File: src/pkg/cdb_pkg.sv
// Purpose: Shared constants and types for the character display bus master.
// Assumes: 32-bit APB data, byte addresses, hclk at 200 MHz.
// Notes:   Every offset, field position, reset value and timing step lives here.
package cdb_pkg;

  // ----------------------------------------------------------------------------
  // Register offsets
  // ----------------------------------------------------------------------------
  localparam int unsigned      ADDR_W          = 12;
  localparam logic [11:0]      OFS_CONFIG      = 12'h000;
  localparam logic [11:0]      OFS_READ_CMD    = 12'h004;
  localparam logic [11:0]      OFS_WRITE_CMD   = 12'h008;

  // ----------------------------------------------------------------------------
  // Configuration register fields
  // ----------------------------------------------------------------------------
  localparam int unsigned      CFG_ACT_LSB     = 24;
  localparam int unsigned      CFG_INACT_LSB   = 16;
  localparam int unsigned      CFG_SETUP_LSB   = 12;
  localparam int unsigned      CFG_HOLD_LSB    = 8;
  localparam int unsigned      CFG_DMA_BIT     = 2;
  localparam int unsigned      CFG_WIDTH_BIT   = 1;
  localparam int unsigned      CFG_POL_BIT     = 0;
  localparam logic [31:0]      CFG_RESET       = 32'hFFFF_FF00;
  localparam logic [31:0]      CFG_WR_MASK     = 32'hFFFF_FF07;

  // ----------------------------------------------------------------------------
  // Command register fields
  // ----------------------------------------------------------------------------
  localparam int unsigned      CMD_BIT         = 9;
  localparam int unsigned      RS_BIT          = 8;

  // ----------------------------------------------------------------------------
  // Timing: phase length in hclk is (code + 1) shifted left by the step.
  // ----------------------------------------------------------------------------
  localparam int unsigned      CNT_W           = 14;  // Wide enough to hold the longest gap of 8192 clocks.
  localparam int unsigned      ACT_SHIFT       = 1;
  localparam int unsigned      INACT_SHIFT     = 5;

  // ----------------------------------------------------------------------------
  // Write queue
  // ----------------------------------------------------------------------------
  localparam int unsigned      WQ_WIDTH        = 9;
  localparam int unsigned      WQ_DEPTH        = 8;

  // Phases of one display bus transfer.
  typedef enum logic [2:0] {
    PH_IDLE,
    PH_SETUP,
    PH_ACTIVE,
    PH_HOLD,
    PH_INACT
  } cdb_phase_t;

endpackage : cdb_pkg

File: src/pkg/cdb_queue_if.sv
// Purpose: Carrier between the bus master and its write queue.
// Assumes: Valid and ready handshake on both sides, same clock.
// Notes:   A word moves when valid and ready are both high.
`timescale 1ns/1ps
interface cdb_queue_if #(parameter int unsigned W = 9);
  logic         in_valid;
  logic         in_ready;
  logic [W-1:0] in_data;
  logic         out_valid;
  logic         out_ready;
  logic [W-1:0] out_data;

  modport queue (input in_valid, input in_data, output in_ready,
                 output out_valid, output out_data, input out_ready);
  modport user  (output in_valid, output in_data, input in_ready,
                 input out_valid, input out_data, output out_ready);
endinterface : cdb_queue_if

File: src/design/cdb_queue.sv
// Purpose: Parameterised FIFO that holds queued display writes.
// Assumes: Synchronous active-high reset, one clock.
// Notes:   Full and empty come from an occupancy count, never guessed.
`timescale 1ns/1ps
module cdb_queue #(
  parameter int unsigned W = 9,
  parameter int unsigned D = 8
) (
  // Clock and reset.
  input wire logic       clk,
  input wire logic       sys_rst,
  // Queue ports.
  cdb_queue_if.queue     q
);
  localparam int unsigned AW = $clog2(D);

  typedef struct packed {
    logic [D-1:0][W-1:0] mem;
    logic [AW-1:0]       rd_ptr;
    logic [AW-1:0]       wr_ptr;
    logic [AW:0]         count;
  } cdb_queue_state_t;

  cdb_queue_state_t st_ff;
  cdb_queue_state_t nxt_st;
  logic             push;
  logic             pop;

  // Handshake terms seen from both sides.
  assign q.in_ready  = (st_ff.count != (AW+1)'(D));
  assign q.out_valid = (st_ff.count != '0);
  assign q.out_data  = st_ff.mem[st_ff.rd_ptr];
  assign push        = q.in_valid && q.in_ready;
  assign pop         = q.out_valid && q.out_ready;

  // Pointer and count update.
  always_comb begin
    nxt_st = st_ff;
    if (push) begin
      nxt_st.mem[st_ff.wr_ptr] = q.in_data;
      nxt_st.wr_ptr = (st_ff.wr_ptr == AW'(D-1)) ? '0 : st_ff.wr_ptr + AW'(1);
    end
    if (pop) begin
      nxt_st.rd_ptr = (st_ff.rd_ptr == AW'(D-1)) ? '0 : st_ff.rd_ptr + AW'(1);
    end
    if (push && !pop) begin
      nxt_st.count = st_ff.count + (AW+1)'(1);
    end else if (pop && !push) begin
      nxt_st.count = st_ff.count - (AW+1)'(1);
    end
  end

  // State register.
  always_ff @(posedge clk) begin
    if (sys_rst) begin
      st_ff <= '0;
    end else begin
      st_ff <= nxt_st;
    end
  end
endmodule // cdb_queue

File: src/design/cdb_display_master.sv
// Purpose: APB slave that runs programmable read and write cycles on a display bus.
// Assumes: Display data inputs are asynchronous and pass two flip-flops.
// Notes:   Queued writes sit in an eight-word FIFO; a full FIFO stalls an APB write that sets write command bit 9.
`timescale 1ns/1ps

// Summary of operation
// - A pending read command starts a display read cycle.
// - Writes start when queued and no read pends; reads win.
// - Hardware clears a command bit once its cycle is done.
// - 8-bit mode one transfer; 4-bit mode two, upper nibble first, upper lines.
// - With DMA enabled, request whenever no write is pending.
// - Strobe active for (code+1)*2 clocks, code in config bits 31:24.
// - Strobe inactive (code+1)*32 clocks before next activation, bits 23:16.
// - Select and data set up code+1 clocks before strobe, bits 15:12.
// - Select and data held code+1 clocks after strobe, bits 11:8.
// - Config bit 1 set gives 8-bit bus, clear gives 4-bit.
// - Config bit 0 set gives active-high strobe, clear active-low.
// - Writing 1 to read bit 9 starts a read; reads 1 until done.
// - Read cycles drive register select from read register bit 8.
// - Read byte lands in read register bits 7:0.
// - Writing 1 to write bit 9 queues a write; reads 1 while pending.
// - Write cycles drive register select from write register bit 8.
// - Write cycles drive write register bits 7:0 on the data lines.
module cdb_display_master #(
  parameter int unsigned QDEPTH = cdb_pkg::WQ_DEPTH
) (
  // Clock and reset.
  input  wire logic        clk,
  input  wire logic        sys_rst,
  // APB slave.
  input  wire logic        psel,
  input  wire logic        penable,
  input  wire logic        pwrite,
  input  wire logic [11:0] paddr,
  input  wire logic [31:0] pwdata,
  output logic      [31:0] prdata,
  output logic             pready,
  output logic             pslverr,
  // DMA request.
  output logic             dma_req,
  // Display bus pins.
  output logic             display_strobe,
  output logic             display_reg_select,
  output logic             display_rw,
  input  wire logic [7:0]  display_data_lines_in,
  output logic      [7:0]  display_data_lines_out,
  output logic      [7:0]  display_data_lines_oe
);

  // ----------------------------------------------------------------------------
  // State
  // ----------------------------------------------------------------------------
  typedef struct packed {
    cdb_pkg::cdb_phase_t             phase;
    logic [cdb_pkg::CNT_W-1:0]       cnt;
    logic [31:0]                     cfg;
    logic                            rd_cmd;
    logic                            rd_rs;
    logic [7:0]                      transfer_byte;
    logic [8:0]                      wr_shadow;
    logic                            wr_busy;
    logic                            op_rd;
    logic                            op_rs;
    logic [7:0]                      op_byte;
    logic                            nib;
    logic                            more;
    logic [7:0]                      sync1;
    logic [7:0]                      sync2;
    logic [31:0]                     prdata;
    logic                            pready;
    logic                            pslverr;
    logic                            dma;
    logic                            strobe;
    logic                            rs;
    logic                            rw;
    logic [7:0]                      dout;
    logic [7:0]                      doe;
  } cdb_state_t;

  cdb_state_t                        st_ff;
  cdb_state_t                        nxt_st;
  cdb_queue_if #(.W(cdb_pkg::WQ_WIDTH)) wq();

  logic [3:0]                        setup_code;
  logic [3:0]                        hold_code;
  logic [7:0]                        act_code;
  logic [7:0]                        inact_code;
  logic [cdb_pkg::CNT_W-1:0]         len_setup;
  logic [cdb_pkg::CNT_W-1:0]         len_act;
  logic [cdb_pkg::CNT_W-1:0]         len_hold;
  logic [cdb_pkg::CNT_W-1:0]         len_inact;
  logic                            bus8;
  logic                            pol;
  logic                            wr_pending;
  logic                            setup_ph;
  logic                            access_ph;
  logic                            wr_blocked;

  // ----------------------------------------------------------------------------
  // Configuration decode
  // ----------------------------------------------------------------------------
  // Phase lengths in hclk from the timing codes.
  assign act_code   = st_ff.cfg[cdb_pkg::CFG_ACT_LSB +: 8];
  assign inact_code = st_ff.cfg[cdb_pkg::CFG_INACT_LSB +: 8];
  assign setup_code = st_ff.cfg[cdb_pkg::CFG_SETUP_LSB +: 4];
  assign hold_code  = st_ff.cfg[cdb_pkg::CFG_HOLD_LSB +: 4];
  assign len_setup  = cdb_pkg::CNT_W'(setup_code) + cdb_pkg::CNT_W'(1);
  assign len_hold   = cdb_pkg::CNT_W'(hold_code) + cdb_pkg::CNT_W'(1);
  assign len_act    = (cdb_pkg::CNT_W'(act_code) + cdb_pkg::CNT_W'(1)) << cdb_pkg::ACT_SHIFT;
  assign len_inact  = (cdb_pkg::CNT_W'(inact_code) + cdb_pkg::CNT_W'(1)) << cdb_pkg::INACT_SHIFT;
  assign bus8       = st_ff.cfg[cdb_pkg::CFG_WIDTH_BIT];
  assign pol        = st_ff.cfg[cdb_pkg::CFG_POL_BIT];

  // A write is pending while queued or on the bus.
  assign wr_pending = wq.out_valid || st_ff.wr_busy;

  // APB phases; a write command with a full queue holds off the answer.
  assign setup_ph   = psel && !penable;
  assign access_ph  = psel && penable && st_ff.pready;
  assign wr_blocked = pwrite && (paddr == cdb_pkg::OFS_WRITE_CMD)
                      && pwdata[cdb_pkg::CMD_BIT] && !wq.in_ready;

  // Queue push from the APB write, pop when the engine takes a write.
  assign wq.in_valid = access_ph && pwrite && (paddr == cdb_pkg::OFS_WRITE_CMD)
                       && pwdata[cdb_pkg::CMD_BIT];
  assign wq.in_data  = pwdata[cdb_pkg::RS_BIT:0];
  assign wq.out_ready = (st_ff.phase == cdb_pkg::PH_IDLE) && !st_ff.rd_cmd;

  // ----------------------------------------------------------------------------
  // Next-state logic
  // ----------------------------------------------------------------------------
  // Bus engine, register file and pin drivers.
  always_comb begin
    nxt_st       = st_ff;
    nxt_st.sync1 = display_data_lines_in;
    nxt_st.sync2 = st_ff.sync1;
    if (st_ff.cnt != '0) begin
      nxt_st.cnt = st_ff.cnt - cdb_pkg::CNT_W'(1);
    end
    case (st_ff.phase)
      cdb_pkg::PH_IDLE: begin
        if (st_ff.rd_cmd) begin
          nxt_st.op_rd = 1'b1;
          nxt_st.op_rs = st_ff.rd_rs;
          nxt_st.nib   = 1'b0;
          nxt_st.phase = cdb_pkg::PH_SETUP;
          nxt_st.cnt   = len_setup - cdb_pkg::CNT_W'(1);
        end else if (wq.out_valid) begin
          nxt_st.op_rd   = 1'b0;
          nxt_st.op_rs   = wq.out_data[cdb_pkg::RS_BIT];
          nxt_st.op_byte = wq.out_data[7:0];
          nxt_st.wr_busy = 1'b1;
          nxt_st.nib     = 1'b0;
          nxt_st.phase   = cdb_pkg::PH_SETUP;
          nxt_st.cnt     = len_setup - cdb_pkg::CNT_W'(1);
        end
      end
      cdb_pkg::PH_SETUP: begin
        if (st_ff.cnt == '0) begin
          nxt_st.phase = cdb_pkg::PH_ACTIVE;
          nxt_st.cnt   = len_act - cdb_pkg::CNT_W'(1);
        end
      end
      cdb_pkg::PH_ACTIVE: begin
        if (st_ff.cnt == '0) begin
          // Capture the read data as the strobe ends.
          if (st_ff.op_rd) begin
            if (bus8) begin
              nxt_st.transfer_byte = st_ff.sync2;
            end else if (!st_ff.nib) begin
              nxt_st.transfer_byte[7:4] = st_ff.sync2[7:4];
            end else begin
              nxt_st.transfer_byte[3:0] = st_ff.sync2[7:4];
            end
          end
          nxt_st.phase = cdb_pkg::PH_HOLD;
          nxt_st.cnt   = len_hold - cdb_pkg::CNT_W'(1);
        end
      end
      cdb_pkg::PH_HOLD: begin
        if (st_ff.cnt == '0) begin
          nxt_st.more = !bus8 && !st_ff.nib;
          if (bus8 || st_ff.nib) begin
            if (st_ff.op_rd) begin
              nxt_st.rd_cmd = 1'b0;
            end else begin
              nxt_st.wr_busy = 1'b0;
            end
          end
          nxt_st.phase = cdb_pkg::PH_INACT;
          nxt_st.cnt   = len_inact - cdb_pkg::CNT_W'(1);
        end
      end
      cdb_pkg::PH_INACT: begin
        if (st_ff.cnt == '0) begin
          if (st_ff.more) begin
            nxt_st.nib   = 1'b1;
            nxt_st.more  = 1'b0;
            nxt_st.phase = cdb_pkg::PH_SETUP;
            nxt_st.cnt   = len_setup - cdb_pkg::CNT_W'(1);
          end else begin
            nxt_st.phase = cdb_pkg::PH_IDLE;
          end
        end
      end
      default: begin
        nxt_st.phase = cdb_pkg::PH_IDLE;
      end
    endcase

    // APB write: the set of a command bit lands after the hardware clear.
    if (access_ph && pwrite) begin
      if (paddr == cdb_pkg::OFS_CONFIG) begin
        nxt_st.cfg = pwdata & cdb_pkg::CFG_WR_MASK;
      end else if (paddr == cdb_pkg::OFS_READ_CMD) begin
        nxt_st.rd_rs = pwdata[cdb_pkg::RS_BIT];
        if (pwdata[cdb_pkg::CMD_BIT]) begin
          nxt_st.rd_cmd = 1'b1;
        end
      end else if (paddr == cdb_pkg::OFS_WRITE_CMD) begin
        nxt_st.wr_shadow = pwdata[cdb_pkg::RS_BIT:0];
      end
    end

    // APB answer: ready and read data are prepared one cycle ahead.
    nxt_st.pready  = psel && !(penable && st_ff.pready) && !wr_blocked;
    nxt_st.pslverr = 1'b0;
    if (psel && !(penable && st_ff.pready)) begin
      nxt_st.prdata = '0;
      if (paddr == cdb_pkg::OFS_CONFIG) begin
        nxt_st.prdata = st_ff.cfg;
      end else if (paddr == cdb_pkg::OFS_READ_CMD) begin
        nxt_st.prdata = {22'h0, st_ff.rd_cmd, st_ff.rd_rs, st_ff.transfer_byte};
      end else if (paddr == cdb_pkg::OFS_WRITE_CMD) begin
        nxt_st.prdata = {22'h0, wr_pending, st_ff.wr_shadow};
      end else begin
        nxt_st.pslverr = 1'b1;
      end
    end

    // DMA request whenever enabled and no write is pending.
    nxt_st.dma = st_ff.cfg[cdb_pkg::CFG_DMA_BIT] && !wr_pending;

    // Pin drivers follow the next phase and the next polarity, so a polarity write never leaves a stale level.
    nxt_st.strobe = (nxt_st.phase == cdb_pkg::PH_ACTIVE) ? nxt_st.cfg[cdb_pkg::CFG_POL_BIT]
                                                         : !nxt_st.cfg[cdb_pkg::CFG_POL_BIT];
    if (nxt_st.phase == cdb_pkg::PH_IDLE) begin
      nxt_st.rw   = 1'b1;
      nxt_st.doe  = '0;
      nxt_st.dout = '0;
    end else begin
      nxt_st.rs  = nxt_st.op_rs;
      nxt_st.rw  = nxt_st.op_rd;
      if (nxt_st.op_rd) begin
        nxt_st.doe  = '0;
        nxt_st.dout = '0;
      end else if (bus8) begin
        nxt_st.doe  = 8'hFF;
        nxt_st.dout = nxt_st.op_byte;
      end else begin
        nxt_st.doe  = 8'hF0;
        nxt_st.dout = nxt_st.nib ? {nxt_st.op_byte[3:0], 4'h0} : {nxt_st.op_byte[7:4], 4'h0};
      end
    end
  end

  // ----------------------------------------------------------------------------
  // State register
  // ----------------------------------------------------------------------------
  // One register for all state.
  always_ff @(posedge clk) begin
    if (sys_rst) begin
      st_ff        <= '0;
      st_ff.phase  <= cdb_pkg::PH_IDLE;
      st_ff.cfg    <= cdb_pkg::CFG_RESET;
      st_ff.strobe <= 1'b1;
      st_ff.rw     <= 1'b1;
    end else begin
      st_ff <= nxt_st;
    end
  end

  // Write queue instance.
  cdb_queue #(.W(cdb_pkg::WQ_WIDTH), .D(QDEPTH)) u_queue (
    .clk     (clk),
    .sys_rst (sys_rst),
    .q       (wq)
  );

  // Outputs straight from flops.
  assign prdata                 = st_ff.prdata;
  assign pready                 = st_ff.pready;
  assign pslverr                = st_ff.pslverr;
  assign dma_req                = st_ff.dma;
  assign display_strobe         = st_ff.strobe;
  assign display_reg_select     = st_ff.rs;
  assign display_rw             = st_ff.rw;
  assign display_data_lines_out = st_ff.dout;
  assign display_data_lines_oe  = st_ff.doe;

  // ----------------------------------------------------------------------------
  // Checks
  // ----------------------------------------------------------------------------
  // Counts cycles spent in the current phase.
  logic [cdb_pkg::CNT_W:0] ph_len;
  always_ff @(posedge clk) begin
    if (sys_rst || nxt_st.phase != st_ff.phase) begin
      ph_len <= (cdb_pkg::CNT_W+1)'(1);
    end else begin
      ph_len <= ph_len + (cdb_pkg::CNT_W+1)'(1);
    end
  end
endmodule // cdb_display_master

File: config.mk
export PLATFORM = sky130hd
export DESIGN_NAME = cdb_display_master
export DESIGN_NICKNAME = d
export VERILOG_FILES = /design/src/pkg/cdb_pkg.sv /design/src/pkg/cdb_queue_if.sv /design/src/design/cdb_queue.sv /design/src/design/cdb_display_master.sv
export SDC_FILE = /design/constraint.sdc
export NUM_CORES = 1
export LEC_CHECK = 0
export ABC_AREA = 0
export BUFFER_PORTS_ARGS = -buffer_cell sky130_fd_sc_hd__buf_2
export CORE_ASPECT_RATIO = 1.5
export CORE_MARGIN = 8
export CORE_UTILIZATION = 60
export CTS_BUF_LIST = sky130_fd_sc_hd__clkbuf_8
export CTS_CLUSTER_SIZE = 20
export DETAILED_ROUTE_END_ITERATION = 10
export PLACE_DENSITY = 0.9
export SKIP_LAST_GASP = 1
export SLEW_MARGIN = 25
export SYNTH_ARGS = -nofsm -noshare
export SYNTH_HDL_FRONTEND = slang
export SYNTH_SLANG_ARGS = --single-unit
export TNS_END_PERCENT = 10
File: constraint.sdc
create_clock -name clk -period 3.5 [get_ports clk]
set_input_delay 0.175 -clock clk [delete_from_list [all_inputs] [get_ports clk]]
set_output_delay 0.175 -clock clk [all_outputs]
set_load 0.02 [all_outputs]
==> out/results.ini <==
[die]
die_x_um=125
rows=60
die_area_mm2=0.0225
ioPinCount=111
die-height_um=180
initial_core_util_pct=60.6
core_mm2=0.0177

[grt]
track_usage_pct=24.0
grtUsageMet3_pct=4.65
antenna_found_initial=1
use_met1_pct=22.4
top_usage_layer=met2
grt_pass1_vias=9424
grt.overflow.total=0
grt.met2_usage_pct=45.5
grt_max_degree=77
grt_pass1_wl_um=44800

[synthesis]
synth_cells=1261
yosys_warnings=0
async_flop_share_pct=0
syn-cell-area_mm2=0.0107
synth_top_area_share_pct=41.4
yosys_most_used_dff=dfxtp_1
ys_ff_latch=222
synth-seq-area-share_pct=41.4
synth.net_count=1333
synth_area_per_cell_um2=8.52
synth_top_area_cell=dfxtp_1
synthTopCellsByArea=dfxtp_1, nand2_1, mux2i_1
synth_edf_count=0
synth.lib_cells_used.distinct=70

[setup_path]
worstSetupPathType=reg2reg
arrival_ns=3.54
max_stage_delay_ns=0.74
worstSetupStartpointType=flop
path_cells=or4b_2 > nor3b_1 > and3_1 > ha_1 > inv_1 > ha_1 > a21o_1 > a21oi_1 > xnor2_1 > or3_1 > a21oi_1
critPathRequiredTime_ns=3.93
end_kind=flop
path_max_fanout=5
cp_slowest_cell=or4b_2

[sta]
worst_pin_slew_ns=1.02
tns_ns=0
slew_headroom_pct=31.9
holdWs_ns=0.0143
slew_violations=0
setup_slack_ns=0.393
finClkSkew_ns=0.0317
finalSetupViolCount=0
rsz0062_at_grt=no
hold_violations=0
period_share_pct=88.8
final.min_clock_period_ns=3.11
max_freq_mhz=322

[clock_tree]
cts-hold-fix-buffers=33
cts_resized=0
cts_max_level=2
cts_tree=yes
cts-root-buf=clkbuf_8
cts_setup_buffers=0
cts_buffers=34
clkSlewWorstSetupHoldPaths_ns=0.06
worstSkewPairLatency_ns=0.52
clock_sink_count=222
cts_buffer_depth=3

[place]
post-dp-hpwl_um=19400
portBuffers=110
placed_area_mm2=0.0109
dp_slack_ns=0.484
place_congestion=0.955
dp.cells=1464

[cells_and_area]
fillers=1353
drive_above_1_share_pct=16.7
syn_to_final_growth_pct=10.7
final_common_cell=dfxtp_1
final_area_mm2=0.0119
nNetsFinal=1388
seqCellArea_mm2=0.00444
multi_input_area_mm2=0.00550
final_cell_mix=dfxtp_1, nand2_1, a21oi_1, nor2_1, buf_2
stdcell_count=1555

[route]
wirelength_um=28300
dr.pass1.iters=7
num_vias=9403
drt_iter0_drc=752
viasPerCell=6.05
route.detailed.drc=0
wl_per_cell_um=18.2
ant_nets=0

[hold_path]
hold_path_class=in2reg

[power_and_ir_drop]
power.density_mw_per_mm2=589
leakagePower_nw=4.47
ir_worst_vdd_uv=286

[job]
maxCapViolCount=0

[status]
outcome=finished clean

-- worst max-delay path, delay by kind of cell (launching register included) --
kind / cells / cell delay [ns]
buffers and inverters: 1 / 0.12
XOR/XNOR: 1 / 0.11
adder cells (fa/ha/maj): 2 / 0.45
AND/OR/NAND/NOR: 4 / 1.47
flip-flops: 1 / 0.36
AO/OA/AOI/OAI: 3 / 0.53
-- Yosys cell counts, drive strengths merged, types with 5 or more instances --
cell type / instances
dfxtp: 222
nand2: 214
a21oi: 130
nor2: 120
buf: 72
clkbuf: 66
mux2i: 65
o21ai: 38
nor2b: 37
nor3: 32
nand3: 26
xnor2: 20
a211o: 18
mux4: 18
ha: 14
inv: 14
or3: 12
a31oi: 11
nand4: 10
nor4: 10
xor2: 8
a211oi: 7
mux2: 7
and3: 6
o211ai: 6
o22ai: 6
nand2b: 5
nand3b: 5
o31ai: 5
-- worst paths after layout --
kind                             to        startpoint  slack, ns  depth (start not counted)
hold / removal    u_queue.st_ff[50]         pwdata[4]       0.01                          3
setup reg to reg   u_queue.st_ff[3]  u_queue.st_ff[0]       0.39                         11
setup / recovery   u_queue.st_ff[3]  u_queue.st_ff[0]       0.39                         11
hold reg to reg           st_ff[54]        nxt_st[54]       0.45                          1
-- cell families after synthesis --
kind of cell / count (synthesis) / share of synthesized area (%)
adder cells (fa/ha/maj): 15 / 1.82
AO/OA/AOI/OAI: 255 / 14.4
AND/OR/NAND/NOR: 499 / 22.1
multiplexers: 90 / 10.6
flip-flops: 222 / 41.4
XOR/XNOR: 28 / 2.28
buffers and inverters: 152 / 7.42
-- sequential cells by signal (all words and copies together), names as in the netlist, 2 cells and up --
register	count
display_data_lines_out	8
act_code	8
nxt_st	8
hold_code	4
st_ff	58
setup_code	4
prdata	32
inact_code	8
display_data_lines_oe	2
u_queue.st_ff	82
-- area by class of cell --
class                           count  area share, %
Timing Repair Buffer              157           8.31
Inverter                           14          0.463
Antenna cell                        1         0.0210
Clock inverter                     17          0.694
Sequential cell                   222           37.4
Clock buffer                       40           4.63
Tap cell                          217           2.28
Multi-Input combinational cell    887           46.2
-- per-stage QoR --
stage	total power, mW	util (%)
floorplan	4.55	-
global placement	4.88	61.7
detailed placement	4.96	61.7
CTS	7.00	67.1
global route	7.34	67.1
finish	7.01	67.1
-- metal layers --
metal	part of all wire, %	up-vias
li1	-	4424
met1	35	4412
met2	53	428
met3	6.2	139
met4	6.1	0
met5	0	-
-- report_power, final --
| part | switching [mW] | internal, mW |
|---|---|---|
| combinational | 1.29 | 0.822 |
| clock | 0.986 | 1.04 |
| sequential | 0.196 | 2.68 |
| total | 2.47 | 4.54 |
No activity file was read; power rests on OpenSTA's default activity.
